$ cat src/design/agu_pkg.sv
// agu_pkg: constants and enumerations of the dual data space address unit.
// assumes: 16-bit byte addressed data space, one core clock.
`default_nettype none
package agu_pkg;

  // address and data widths
  localparam int unsigned ADDR_W = 16;
  localparam int unsigned DATA_W = 16;

  // space layout defaults (boundaries are parameters of the top module)
  localparam logic [15:0] Y_BASE_DEF = 16'h0c00;
  localparam logic [15:0] Y_END_DEF = 16'h0fff;
  localparam logic [15:0] PHYS_END_DEF = 16'h0fff;
  localparam logic [15:0] NEAR_MASK = 16'h1fff;
  localparam logic [15:0] SFR_TOP = 16'h0800;

  // post-modify steps and alignment
  localparam logic [15:0] STEP_BYTE = 16'h0001;
  localparam logic [15:0] STEP_WORD = 16'h0002;
  localparam logic [15:0] EVEN_MASK = 16'hfffe;

  // values after reset
  localparam logic [15:0] RST_PTR = 16'h0000;
  localparam logic [15:0] RST_SP = 16'h0800;

  // byte lane strobes
  localparam logic [1:0] BE_NONE = 2'h0;
  localparam logic [1:0] BE_LO = 2'h1;
  localparam logic [1:0] BE_HI = 2'h2;
  localparam logic [1:0] BE_WORD = 2'h3;

  // access kinds issued by the pipeline
  typedef enum logic [2:0] {
    OP_INDIRECT = 3'h0,
    OP_NEAR = 3'h1,
    OP_FULL = 3'h2,
    OP_MAC = 3'h3,
    OP_ACC_WB = 3'h4,
    OP_PUSH = 3'h5,
    OP_POP = 3'h6
  } op_e;

  // what a push carries
  typedef enum logic [1:0] {
    PUSH_DATA = 2'h0,
    PUSH_PC_CALL = 2'h1,
    PUSH_PC_EXC = 2'h2
  } push_e;

  // pointer registers reachable by the pipeline
  typedef enum logic [2:0] {
    PTR_XA = 3'h0,
    PTR_XB = 3'h1,
    PTR_YA = 3'h2,
    PTR_YB = 3'h3,
    PTR_SP = 3'h4,
    PTR_STACK_LIMIT_REG = 3'h5
  } ptr_e;

endpackage : agu_pkg
`default_nettype wire

$ cat src/design/agu_step_if.sv
// agu_step_if: carries one pointer post-modify request and its result.
// assumes: driven combinationally by the agu top, answered by agu_ptr_step.
`timescale 1ns/1ps
`default_nettype none
interface agu_step_if;
  logic [15:0] ptr;
  logic size_byte;
  logic mod_en;
  logic [15:0] mod_start;
  logic [15:0] mod_end;
  logic rev_en;
  logic [15:0] rev_mod;
  logic [15:0] nxt;

  // the side asking for a step
  modport user (output ptr, size_byte, mod_en, mod_start, mod_end, rev_en, rev_mod,
    input nxt);
  // the stepping logic
  modport stepper (input ptr, size_byte, mod_en, mod_start, mod_end, rev_en, rev_mod,
    output nxt);
endinterface : agu_step_if
`default_nettype wire

$ cat src/design/agu_ptr_step.sv
// agu_ptr_step: post-increment of one pointer, scaled by size, with modulo
// wrap or bit-reversed carry. assumes: purely combinational use.
`timescale 1ns/1ps
`default_nettype none
module agu_ptr_step (
  // step request and result
  agu_step_if.stepper s
);

  // reverse bit order of a 16-bit word
  function automatic logic [15:0] rev16(input logic [15:0] v);
    logic [15:0] r;
    r = 16'h0000;
    for (int i = 0; i < 16; i++) begin
      r[i] = v[15 - i];
    end
    return r;
  endfunction : rev16

  logic [15:0] sum;

  // byte steps by one, word by two; wrap at buffer end or reverse-carry add
  always_comb begin
    sum = s.ptr + (s.size_byte ? agu_pkg::STEP_BYTE : agu_pkg::STEP_WORD);
    if (s.rev_en) begin
      s.nxt = rev16(rev16(s.ptr) + rev16(s.rev_mod));
    end else if (s.mod_en && (sum > s.mod_end)) begin
      s.nxt = s.mod_start;
    end else begin
      s.nxt = sum;
    end
  end

endmodule : agu_ptr_step
`default_nettype wire

$ cat src/design/dual_data_space_agu.sv
// dual_data_space_agu: address generation for split X/Y data spaces, byte
// lanes, alignment and stack checks. assumes: data memory reads are
// combinational on the presented address; pipeline issues one access a cycle.
`timescale 1ns/1ps
`default_nettype none
// Notes on behaviour
// - MAC reads Y, X via own pointers
// - non-MAC: whole space is linear X
// - MAC X reads exclude the Y block
// - writes only on X bus; Y read-only
// - accumulator write back may target any address
// - modulo on X, Y; bit-reverse indirect X writes
// - unimplemented address reads return zero
// - MAC cross-space pointer reads return zero
// - 16-bit byte addresses, 16-bit words
// - byte read selects lane by bit 0
// - Y path fetches whole words only
// - byte write strobes only matching lane
// - post-increment one for byte, two word
// - odd word access traps; write suppressed
// - byte loads change register low byte only
// - near direct field maps to 0x0000-0x1fff
// - 16-bit direct field reaches whole X
// - stack grows up, push post-inc, pop pre-dec
// - call push zeroes high byte; exception adds status
// - stack limit bit 0 zero, no reset
// - push above stack limit traps
// - stack address below 0x0800 traps
module dual_data_space_agu #(
  parameter logic [15:0] Y_BASE = agu_pkg::Y_BASE_DEF,
  parameter logic [15:0] Y_END = agu_pkg::Y_END_DEF,
  parameter logic [15:0] PHYS_END = agu_pkg::PHYS_END_DEF
) (
  // clock and reset
  input wire logic i_clk,
  input wire logic i_rst_n,
  // access request from the pipeline
  input wire logic i_req_valid,
  input wire logic [2:0] i_req_op,
  input wire logic i_req_write,
  input wire logic i_req_byte,
  input wire logic [15:0] i_req_ea,
  input wire logic [15:0] i_req_wdata,
  input wire logic [1:0] i_req_push_kind,
  input wire logic [7:0] i_status_low,
  input wire logic i_req_xsel,
  input wire logic i_req_ysel,
  input wire logic i_req_xpost,
  input wire logic i_req_ypost,
  // addressing mode settings
  input wire logic i_xmod_en,
  input wire logic [15:0] i_xmod_start,
  input wire logic [15:0] i_xmod_end,
  input wire logic i_ymod_en,
  input wire logic [15:0] i_ymod_start,
  input wire logic [15:0] i_ymod_end,
  input wire logic i_bitrev_en,
  input wire logic [15:0] i_bitrev_mod,
  // pointer register writes
  input wire logic i_ptr_wr,
  input wire logic [2:0] i_ptr_idx,
  input wire logic [15:0] i_ptr_data,
  // X data memory
  output logic o_x_rd,
  output logic [15:0] o_x_raddr,
  input wire logic [15:0] i_x_rdata,
  output logic [1:0] o_x_we,
  output logic [15:0] o_x_waddr,
  output logic [15:0] o_x_wdata,
  // Y data memory (read only)
  output logic o_y_rd,
  output logic [15:0] o_y_raddr,
  input wire logic [15:0] i_y_rdata,
  // response to the pipeline
  output logic o_rsp_valid,
  output logic [15:0] o_rsp_xdata,
  output logic [15:0] o_rsp_ydata,
  output logic [1:0] o_rsp_wreg_be,
  output logic [15:0] o_rsp_ea_next,
  // trap requests
  output logic o_addr_err,
  output logic o_stack_err,
  // pointer state
  output logic [15:0] o_x_pointer_a,
  output logic [15:0] o_x_pointer_b,
  output logic [15:0] o_y_pointer_a,
  output logic [15:0] o_y_pointer_b,
  output logic [15:0] o_stack_pointer,
  output logic [15:0] o_stack_limit
);

  agu_pkg::op_e op;
  logic is_mac, is_stack, is_wr, is_rd, byte_eff, mis, x_zero, y_zero, stk_bad;
  logic [15:0] ea, y_ea, wdata;
  logic [1:0] be;

  // pointer registers
  logic [15:0] xa_r, xb_r, ya_r, yb_r, sp_r, stack_limit_reg_r;
  logic [15:0] xa_nxt, xb_nxt, ya_nxt, yb_nxt, sp_nxt, stack_limit_reg_nxt;
  // stage 1: memory access
  logic x_rd_r, y_rd_r, byte1_r, lo1_r, xz1_r, yz1_r, v1_r, aerr_r, serr_r;
  logic [15:0] x_raddr_r, y_raddr_r, x_waddr_r, x_wdata_r, next1_r;
  logic [1:0] x_we_r, wbe1_r;
  logic x_rd_nxt, y_rd_nxt, byte1_nxt, lo1_nxt, xz1_nxt, yz1_nxt, v1_nxt;
  logic aerr_nxt, serr_nxt;
  logic [15:0] x_raddr_nxt, y_raddr_nxt, x_waddr_nxt, x_wdata_nxt, next1_nxt;
  logic [1:0] x_we_nxt, wbe1_nxt;
  // stage 2: response
  logic rsp_v_r;
  logic [15:0] rsp_x_r, rsp_y_r, rsp_next_r;
  logic [1:0] rsp_be_r;
  logic rsp_v_nxt;
  logic [15:0] rsp_x_nxt, rsp_y_nxt, rsp_next_nxt;
  logic [1:0] rsp_be_nxt;

  agu_step_if gen_if ();
  agu_step_if xs_if ();
  agu_step_if ys_if ();

  // pointer steppers: generic X pointer, MAC X pointer, MAC Y pointer
  agu_ptr_step u_gen_step (.s(gen_if.stepper));
  agu_ptr_step u_x_step (.s(xs_if.stepper));
  agu_ptr_step u_y_step (.s(ys_if.stepper));

  assign op = agu_pkg::op_e'(i_req_op);
  assign is_mac = (op == agu_pkg::OP_MAC);
  assign is_stack = (op == agu_pkg::OP_PUSH) || (op == agu_pkg::OP_POP);

  // effective address by access kind
  always_comb begin
    case (op)
      agu_pkg::OP_NEAR: ea = i_req_ea & agu_pkg::NEAR_MASK;
      agu_pkg::OP_FULL: ea = i_req_ea;
      agu_pkg::OP_MAC: ea = i_req_xsel ? xb_r : xa_r;
      agu_pkg::OP_PUSH: ea = sp_r;
      agu_pkg::OP_POP: ea = sp_r - agu_pkg::STEP_WORD;
      default: ea = i_req_ea;
    endcase
  end
  assign y_ea = i_req_ysel ? yb_r : ya_r;

  // access class, size and validity checks
  assign is_wr = ((op == agu_pkg::OP_INDIRECT || op == agu_pkg::OP_NEAR ||
    op == agu_pkg::OP_FULL) && i_req_write) || op == agu_pkg::OP_ACC_WB ||
    op == agu_pkg::OP_PUSH;
  assign is_rd = !is_wr;
  assign byte_eff = i_req_byte && !is_mac && !is_stack && op != agu_pkg::OP_ACC_WB;
  assign mis = !byte_eff && ea[0];
  // MAC X reads exclude the Y block; otherwise the space is one linear X
  assign x_zero = (ea > PHYS_END) || (is_mac && ea >= Y_BASE && ea <= Y_END);
  assign y_zero = (y_ea > PHYS_END) || y_ea < Y_BASE || y_ea > Y_END;
  assign stk_bad = is_stack && ((op == agu_pkg::OP_PUSH && ea > stack_limit_reg_r) ||
    ea < agu_pkg::SFR_TOP);
  assign be = byte_eff ? (ea[0] ? agu_pkg::BE_HI : agu_pkg::BE_LO) : agu_pkg::BE_WORD;

  // write data: byte replicated to both lanes, PC high byte push composition
  always_comb begin
    if (op == agu_pkg::OP_PUSH && i_req_push_kind == agu_pkg::PUSH_PC_CALL) begin
      wdata = {8'h00, i_req_wdata[7:0]};
    end else if (op == agu_pkg::OP_PUSH && i_req_push_kind == agu_pkg::PUSH_PC_EXC) begin
      wdata = {i_status_low, i_req_wdata[7:0]};
    end else if (byte_eff) begin
      wdata = {i_req_wdata[7:0], i_req_wdata[7:0]};
    end else begin
      wdata = i_req_wdata;
    end
  end

  // step requests; bit-reverse only for indirect writes into X
  assign gen_if.ptr = ea;
  assign gen_if.size_byte = byte_eff;
  assign gen_if.mod_en = i_xmod_en;
  assign gen_if.mod_start = i_xmod_start;
  assign gen_if.mod_end = i_xmod_end;
  assign gen_if.rev_en = i_bitrev_en && is_wr && op == agu_pkg::OP_INDIRECT;
  assign gen_if.rev_mod = i_bitrev_mod;
  assign xs_if.ptr = ea;
  assign xs_if.size_byte = 1'b0;
  assign xs_if.mod_en = i_xmod_en;
  assign xs_if.mod_start = i_xmod_start;
  assign xs_if.mod_end = i_xmod_end;
  assign xs_if.rev_en = 1'b0;
  assign xs_if.rev_mod = i_bitrev_mod;
  assign ys_if.ptr = y_ea;
  assign ys_if.size_byte = 1'b0;
  assign ys_if.mod_en = i_ymod_en;
  assign ys_if.mod_start = i_ymod_start;
  assign ys_if.mod_end = i_ymod_end;
  assign ys_if.rev_en = 1'b0;
  assign ys_if.rev_mod = i_bitrev_mod;

  // pointer updates; a pipeline write to a pointer overrides a step
  always_comb begin
    xa_nxt = xa_r;
    xb_nxt = xb_r;
    ya_nxt = ya_r;
    yb_nxt = yb_r;
    sp_nxt = sp_r;
    stack_limit_reg_nxt = stack_limit_reg_r;
    if (i_req_valid && is_mac && i_req_xpost) begin
      if (i_req_xsel) xb_nxt = xs_if.nxt;
      else xa_nxt = xs_if.nxt;
    end
    if (i_req_valid && is_mac && i_req_ypost) begin
      if (i_req_ysel) yb_nxt = ys_if.nxt;
      else ya_nxt = ys_if.nxt;
    end
    if (i_req_valid && op == agu_pkg::OP_PUSH) sp_nxt = sp_r + agu_pkg::STEP_WORD;
    if (i_req_valid && op == agu_pkg::OP_POP) sp_nxt = ea;
    if (i_ptr_wr) begin
      case (agu_pkg::ptr_e'(i_ptr_idx))
        agu_pkg::PTR_XA: xa_nxt = i_ptr_data;
        agu_pkg::PTR_XB: xb_nxt = i_ptr_data;
        agu_pkg::PTR_YA: ya_nxt = i_ptr_data;
        agu_pkg::PTR_YB: yb_nxt = i_ptr_data;
        agu_pkg::PTR_SP: sp_nxt = i_ptr_data & agu_pkg::EVEN_MASK;
        agu_pkg::PTR_STACK_LIMIT_REG: stack_limit_reg_nxt = i_ptr_data & agu_pkg::EVEN_MASK;
        default: stack_limit_reg_nxt = stack_limit_reg_r; // unused index must not undo a step
      endcase
    end
  end

  // pointer registers with reset
  always_ff @(posedge i_clk) begin
    if (!i_rst_n) begin
      xa_r <= agu_pkg::RST_PTR;
      xb_r <= agu_pkg::RST_PTR;
      ya_r <= agu_pkg::RST_PTR;
      yb_r <= agu_pkg::RST_PTR;
      sp_r <= agu_pkg::RST_SP;
    end else begin
      xa_r <= xa_nxt;
      xb_r <= xb_nxt;
      ya_r <= ya_nxt;
      yb_r <= yb_nxt;
      sp_r <= sp_nxt;
    end
  end

  // stack limit keeps its value through reset
  always_ff @(posedge i_clk) begin
    stack_limit_reg_r <= stack_limit_reg_nxt;
  end

  // stage 1: drive memory, raise traps
  always_comb begin
    v1_nxt = i_req_valid;
    x_rd_nxt = i_req_valid && is_rd && !x_zero;
    x_raddr_nxt = ea & agu_pkg::EVEN_MASK;
    y_rd_nxt = i_req_valid && is_mac && !y_zero;
    y_raddr_nxt = y_ea & agu_pkg::EVEN_MASK;
    // misaligned or unimplemented writes are dropped
    x_we_nxt = (i_req_valid && is_wr && !mis && ea <= PHYS_END) ? be : agu_pkg::BE_NONE;
    x_waddr_nxt = ea & agu_pkg::EVEN_MASK;
    x_wdata_nxt = wdata;
    byte1_nxt = byte_eff;
    lo1_nxt = ea[0];
    xz1_nxt = x_zero || is_wr;
    yz1_nxt = y_zero || !is_mac;
    wbe1_nxt = (is_rd && !is_mac) ? (byte_eff ? agu_pkg::BE_LO : agu_pkg::BE_WORD)
      : agu_pkg::BE_NONE;
    next1_nxt = gen_if.nxt;
    aerr_nxt = i_req_valid && mis;
    serr_nxt = i_req_valid && stk_bad;
  end

  always_ff @(posedge i_clk) begin
    if (!i_rst_n) begin
      v1_r <= 1'b0;
      x_rd_r <= 1'b0;
      x_raddr_r <= agu_pkg::RST_PTR;
      y_rd_r <= 1'b0;
      y_raddr_r <= agu_pkg::RST_PTR;
      x_we_r <= agu_pkg::BE_NONE;
      x_waddr_r <= agu_pkg::RST_PTR;
      x_wdata_r <= agu_pkg::RST_PTR;
      byte1_r <= 1'b0;
      lo1_r <= 1'b0;
      xz1_r <= 1'b1;
      yz1_r <= 1'b1;
      wbe1_r <= agu_pkg::BE_NONE;
      next1_r <= agu_pkg::RST_PTR;
      aerr_r <= 1'b0;
      serr_r <= 1'b0;
    end else begin
      v1_r <= v1_nxt;
      x_rd_r <= x_rd_nxt;
      x_raddr_r <= x_raddr_nxt;
      y_rd_r <= y_rd_nxt;
      y_raddr_r <= y_raddr_nxt;
      x_we_r <= x_we_nxt;
      x_waddr_r <= x_waddr_nxt;
      x_wdata_r <= x_wdata_nxt;
      byte1_r <= byte1_nxt;
      lo1_r <= lo1_nxt;
      xz1_r <= xz1_nxt;
      yz1_r <= yz1_nxt;
      wbe1_r <= wbe1_nxt;
      next1_r <= next1_nxt;
      aerr_r <= aerr_nxt;
      serr_r <= serr_nxt;
    end
  end

  // stage 2: lane select, zero return, response
  always_comb begin
    rsp_v_nxt = v1_r;
    if (xz1_r) rsp_x_nxt = 16'h0000;
    else if (byte1_r) rsp_x_nxt = {8'h00, lo1_r ? i_x_rdata[15:8] : i_x_rdata[7:0]};
    else rsp_x_nxt = i_x_rdata;
    rsp_y_nxt = yz1_r ? 16'h0000 : i_y_rdata;
    rsp_be_nxt = wbe1_r;
    rsp_next_nxt = next1_r;
  end

  always_ff @(posedge i_clk) begin
    if (!i_rst_n) begin
      rsp_v_r <= 1'b0;
      rsp_x_r <= 16'h0000;
      rsp_y_r <= 16'h0000;
      rsp_be_r <= agu_pkg::BE_NONE;
      rsp_next_r <= agu_pkg::RST_PTR;
    end else begin
      rsp_v_r <= rsp_v_nxt;
      rsp_x_r <= rsp_x_nxt;
      rsp_y_r <= rsp_y_nxt;
      rsp_be_r <= rsp_be_nxt;
      rsp_next_r <= rsp_next_nxt;
    end
  end

  // outputs
  assign o_x_rd = x_rd_r;
  assign o_x_raddr = x_raddr_r;
  assign o_x_we = x_we_r;
  assign o_x_waddr = x_waddr_r;
  assign o_x_wdata = x_wdata_r;
  assign o_y_rd = y_rd_r;
  assign o_y_raddr = y_raddr_r;
  assign o_rsp_valid = rsp_v_r;
  assign o_rsp_xdata = rsp_x_r;
  assign o_rsp_ydata = rsp_y_r;
  assign o_rsp_wreg_be = rsp_be_r;
  assign o_rsp_ea_next = rsp_next_r;
  assign o_addr_err = aerr_r;
  assign o_stack_err = serr_r;
  assign o_x_pointer_a = xa_r;
  assign o_x_pointer_b = xb_r;
  assign o_y_pointer_a = ya_r;
  assign o_y_pointer_b = yb_r;
  assign o_stack_pointer = sp_r;
  assign o_stack_limit = stack_limit_reg_r;

endmodule : dual_data_space_agu
`default_nettype wire

$ cat config.mk
export PLATFORM = sky130hd
export DESIGN_NAME = dual_data_space_agu
export DESIGN_NICKNAME = d
export VERILOG_FILES = /design/src/design/agu_pkg.sv /design/src/design/agu_step_if.sv /design/src/design/agu_ptr_step.sv /design/src/design/dual_data_space_agu.sv
export SDC_FILE = /design/constraint.sdc
export NUM_CORES = 1
export LEC_CHECK = 0
export BUFFER_PORTS_ARGS = -buffer_cell sky130_fd_sc_hd__buf_4
export CORE_ASPECT_RATIO = 1.5
export CORE_MARGIN = 3
export CORE_UTILIZATION = 35
export DETAILED_ROUTE_END_ITERATION = 6
export GPL_TIMING_DRIVEN = 0
export PLACE_DENSITY_LB_ADDON = 0.3
export SETUP_SLACK_MARGIN = 0.15
export SYNTH_ARGS = -nofsm -noshare
export SYNTH_HDL_FRONTEND = slang
export SYNTH_SLANG_ARGS = --single-unit
$ cat constraint.sdc
create_clock -name i_clk -period 17.2 [get_ports i_clk]
set_clock_uncertainty 0.15 [all_clocks]
set_input_delay 3.44 -clock i_clk [delete_from_list [all_inputs] [get_ports i_clk]]
set_output_delay 3.44 -clock i_clk [all_outputs]
set_load 0.005 [all_outputs]
-- Word-level counts from Yosys, hierarchy flattened
Cells that the tools add are included.
- register bits: 223
- input bits: 189
- output and inout port bits: 217
- logic and storage cells: 154
- $add $sub $neg: 6
- order comparisons: 10
- equal/unequal tests: 14
- mux-type cells: 36
- bitwise logic cells: 1
- reduce and logical (&&, ||, !) cells: 57
- operators by type and width (operator ; number):
    $mux 16 ; 28
    $gt 16x16->1 ; 4
    $pmux 16 s4 ; 1
    $add 16x2->16 const B ; 3
    $add 16x16->16 ; 2
    $gt 16x12->1 const B ; 2
    $lt 16x12->1 const B ; 2
    $logic_and 1x1->1 ; 30
    $mux 8 ; 3
    $ge 16x12->1 const B ; 1
    $le 16x12->1 const B ; 1
    $sub 16x2->16 const B ; 1
    $eq 3x3->1 const B ; 5
    $eq 3x2->1 const B ; 4
    $logic_or 1x1->1 ; 11
    $mux 2 ; 4
    $logic_not 1->1 ; 7
    $eq 3x1->1 const B ; 2
    $logic_not 3->1 ; 2
    $reduce_and 2->1 ; 3
    $reduce_or 2->1 ; 3
    $ne 3x3->1 const B ; 1
    $reduce_or 3->1 ; 1
    $eq 2x1->1 const B ; 1
    2 further kinds ; 2

-- Logic depth before layout (Yosys ltp)
- depth after elaboration: 11
- depth in mapped cells: 23

-- Modules after synthesis
From an unflattened synthesis, not the netlist that was laid out.
- cells, all modules: 1767
- area, all modules: 15044.4 um2
- by module, submodules not included (module ; instances ; cells each ; area each (um2) ; seq. area each (um2)):
    dual_data_space_agu ; 1 ; 1039 ; 9756.9 ; 4574.4
    agu_ptr_step (u_gen_step ...) ; 2 ; 242 ; 1761.7 ; 0.0
    agu_ptr_step (u_x_step) ; 1 ; 244 ; 1764.2 ; 0.0

-- Worst setup path before layout
OpenSTA, ideal clock, no wires.
- path type: in2reg
- from: input i_req_ysel
- to: register yb_r[10] (netlist: o_y_pointer_b[10])
- setup time: 138 ps
- arrival time: 8483 ps
- required time: 16912 ps
- setup slack: 8429 ps
- stages on the path: 22
- cell sequence: buf_2 buf_2 buf_1 clkbuf_1 mux2_2 ha_1 inv_1 a221oi_1 nand3_1 or3_1 nor3_1 xnor2_1 ha_1 nand4_1 or2_2 o41a_1 nor2b_1 a22oi_2 buf_2 mux2_2 nor2_1 o32ai_1
- cells in the longest elaborated chain, start to end: 9
- RTL lines (element ; line ; RTL):
    from (decl) ; dual_data_space_agu.sv:47 ; input wire logic i_req_ysel,
    $mux 16 (*) ; dual_data_space_agu.sv:140 ; assign y_ea = i_req_ysel ? yb_r : ya_r;
    named net u_y_step.s.ptr[2] ; agu_step_if.sv:19 ; modport stepper (input ptr, size_byte, mod_en, mod_start, mod_end, rev_en, rev_mod,
    $add 16x2->16 (*) ; agu_ptr_step.sv:24 ; sum = s.ptr + (s.size_byte ? agu_pkg::STEP_BYTE : agu_pkg::STEP_WORD);
    $gt 16x16->1 ; agu_ptr_step.sv:27 ; end else if (s.mod_en && (sum > s.mod_end)) begin
    $logic_and 1x1->1 ; agu_ptr_step.sv:27 ;
    $mux 16 (*) ; agu_ptr_step.sv:27 ;
    $mux 16 (*) ; dual_data_space_agu.sv:205 ; if (i_req_ysel) yb_nxt = ys_if.nxt;
    $mux 16 (*) ; dual_data_space_agu.sv:204 ; if (i_req_valid && is_mac && i_req_ypost) begin
    $mux 16 ; dual_data_space_agu.sv:211 ; case (agu_pkg::ptr_e'(i_ptr_idx))
    $mux 16 (*) ; dual_data_space_agu.sv:210 ; if (i_ptr_wr) begin
    to (signal assigned) ; dual_data_space_agu.sv:229 ; yb_r <= agu_pkg::RST_PTR;
    to (signal assigned) ; dual_data_space_agu.sv:235 ; yb_r <= yb_nxt;
    to (decl) ; dual_data_space_agu.sv:98 ; logic [15:0] xa_r, xb_r, ya_r, yb_r, sp_r, stack_limit_reg_r;
Mark *: on every way through the listed nets, which the timed path passes. The rest lies on a longest branch.
A chain may end at the register's enable or synchronous reset.

-- Worst setup path in the final report
Ends and elaborated chain as after synthesis.

==> impl_metrics.env <==
export IMPL_status="complete, no violations"
export IMPL_grt_use_total_pct=27.69
export IMPL_gr_total_overflow=0
export IMPL_cts_reportedPaths_clkPinSlew_ns=0.07
export IMPL_cell_with_the_most_instances_after_synthesis="nor2_1"
export IMPL_worstHoldPathType="flop to flop"
export IMPL_hp_start="next1_r[6]"
export IMPL_critical_path_peak_fanout=10
export IMPL_arrival_ns=10.07
export IMPL_final_design_area_excluding_fillers_mm2=0.01735
export IMPL_max_stage_delay_ns=0.60
export IMPL_fmax_mhz=101.8
export IMPL_postSynthCellCount=1528
export IMPL_final_seq_area_mm2=0.004574
export IMPL_dp_final_hpwl_um=46890
export IMPL_wl_um=57370
export IMPL_startpoint_type="input port"
export IMPL_critical_path_n_buffers_inverters=6
export IMPL_synth_edf_count=15
export IMPL_layout_area_overhead_vs_synth_pct=33.83
export IMPL_gp_congestion=0.9744
export IMPL_yosysUniqueCellTypes=83
export IMPL_dominantRegCellSynth="dfxtp_1"
export IMPL_timing_critical_path_required_ns=17.44
export IMPL_drtAntennaViolNets=0
export IMPL_cts_resized=0
export IMPL_tightest_slew_ns=1.317
export IMPL_timing_critical_path_slowest_stage_cell="a221oi_1"
export IMPL_hold_viol=0
export IMPL_maxCapViolations=0
export IMPL_postPlaceCellArea_mm2=0.01654
export IMPL_fill_cells=3569
export IMPL_critical_path_top_delay_family="buffers and inverters"
export IMPL_path_cells="buf_2 > buf_2 > buf_1 > clkbuf_1 > mux2_2 > ha_1 > inv_1 > a221oi_1 > nand3_1 > or3_1 > nor3_1 > xnor2_1 > ha_1 > nand4_1 > or2_2 > o41a_1 > nor2b_1 > a22oi_2 > buf_2 > mux2_2 > nor2_1 > o32ai_1"
export IMPL_rsz0062_at_grt="false"
export IMPL_min_period_ns=9.826
export IMPL_multi_input_area_mm2=0.007621
export IMPL_via_per_inst=5.443
export IMPL_routed_via_count=13336
export IMPL_num_rows=85
export IMPL_clock_insertion_delay_worst_skew_ns=0.55
export IMPL_yosys_warnings=0
export IMPL_synthesis_area_mm2=0.01296
export IMPL_setup_worst_path_start="i_req_ysel"
export IMPL_postSynthRegisterBits=221
export IMPL_drc=0
export IMPL_antenna_found_initial=1
export IMPL_design_die_area_mm2=0.03942
export IMPL_total_leakage_power_nw=7.885
export IMPL_syn_mean_instance_area_um2=8.482
export IMPL_synth_top_area_share_pct=31.82
export IMPL_crit_top_cell="buf_2"
export IMPL_grt_first_pass_wirelength_um=82880
export IMPL_first_pass_iters=7
export IMPL_synth_top_cells_by_count="nor2_1, dfxtp_1, nand2_1, ha_1, a21oi_1"
export IMPL_yosys_top_cells_area="dfxtp_1, ha_1, nor2_1"
export IMPL_design_final_nets=2231
export IMPL_crit_type="input port to flop"
export IMPL_core_region_area_mm2=0.03627
export IMPL_finalWorstSetupSlack_ns=7.374
export IMPL_yosysTopAreaCell="dfxtp_1"
export IMPL_slew_violations=0
export IMPL_final_layout_size_suffix_gt1_share_pct=27.75
export IMPL_first_global_vias=13409
export IMPL_setup_tns_final_ns=0
export IMPL_die_width_um=163.1
export IMPL_post_route_period_util_pct=57.13
export IMPL_port_buffers=396
export IMPL_ctsHoldBuffers=0
export IMPL_synth_async_reset_ratio_pct=0
export IMPL_die_h_um=241.7
export IMPL_clock_tree_htree_level_count=1
export IMPL_design_portCount=406
export IMPL_cp_end_kind="flop"
export IMPL_vdd_drop_max_mv=0.06491
export IMPL_cts_tree="built"
export IMPL_slew_headroom_pct=11.64
export IMPL_p_per_area_mw_per_mm2=82.81
export IMPL_clk_root_buffer_cell="clkbuf_16"
export IMPL_cts_buffers=24
export IMPL_clock_sinks=221
export IMPL_placement_setup_worst_slack_ns=6.948
export IMPL_synth_seq_area_share_pct=35.29
export IMPL_cts_post_setup_buffers_inserted=0
export IMPL_drt_first_iter_violations=889
export IMPL_start_util_pct=35.74
export IMPL_final_setup_viol_count=0
export IMPL_holdWs_ns=0.2771
export IMPL_critical_path_reg2reg_startpoint="o_stack_pointer[1]"
export IMPL_grt_start_max_net_pins=17
export IMPL_layout_core_utilization_pct=47.83
export IMPL_cts_root_to_sink_buffers=3
export IMPL_routed_wire_length_per_instance_um=23.42
## cells in the final DEF, fill, tap and decap left out, types with 23 or more instances in the layout
cell type and n:
a211oi_1 33, clkbuf_16 25, nand2_1 107, mux2_2 34
mux2i_1 43, nor2_1 237, o32ai_1 49, nand4_1 26
and2_1 59, xnor2_1 51, buf_2 23, buf_4 417
nand3_1 36, ha_1 87, clkbuf_1 52, a21oi_1 77
dfxtp_1 206, o21ai_0 28, inv_1 74
## power by group
part / switching [mW] / total [mW] / internal, mW
logic: 0.200 / 0.353 / 0.153
registers: 0.0139 / 0.555 / 0.541
clock network: 0.236 / 0.528 / 0.292
## cells by family after synthesis
logic type | after synthesis | share of synthesized area (%)
compound gates | 320 | 17.66
other cells | 1 | 0.02893
xor+xnor | 69 | 4.721
mux | 77 | 6.275
buf+inv | 177 | 6.014
flops | 221 | 35.29
simple gates | 573 | 21.23
fa+ha+maj | 90 | 8.785
## path summary, 6_finish.rpt
| path | endpoint | slack (ns) | cells after the start |
|---|---|---|---|
| worst max-delay path | o_y_pointer_b[10] | 7.37 | 22 |
| worst min-delay path | o_rsp_ea_next[6] | 0.28 | 1 |
| worst max register to register | o_x_pointer_b[2] | 11.04 | 23 |
| worst min register to register | o_rsp_ea_next[6] | 0.28 | 1 |
## routing by layer
metal	wire length, um	up-vias	global-route usage, %
met5	0	-	0
met4	3339	0	14.46
met3	4266	127	5.033
met2	29520	617	51.35
met1	20250	6324	29.26
li1	-	6268	-
## state kept, by name, summed over array words and instances (netlist names), 15 cells and up
signal,cells
o_y_raddr,15
o_y_pointer_a,16
o_rsp_ea_next,16
o_x_waddr,15
o_x_wdata,16
o_rsp_xdata,16
o_stack_pointer,16
o_stack_limit,15
o_y_pointer_b,16
o_rsp_ydata,16
o_x_pointer_b,16
next1_r,16
o_x_pointer_a,16
## area by class of cell
type                       count  area share [%]
buffer                        99           2.806
multi-input combinational   1133           43.94
timing repair buffer         396           17.14
antenna                        1         0.01443
tap                          478           3.448
inverter                      78           1.688
sequential                   221           26.37
clock inverter                12          0.5482
clock buffer                  32           4.047
## through the flow
stage,power (mW),cells
floorplan,0.7591,1531
global placement,0.9113,2405
detailed placement,0.9146,2405
CTS,1.442,2449
global route,1.490,2450
finish,1.436,2450
(Power assumes the default switching activity.)
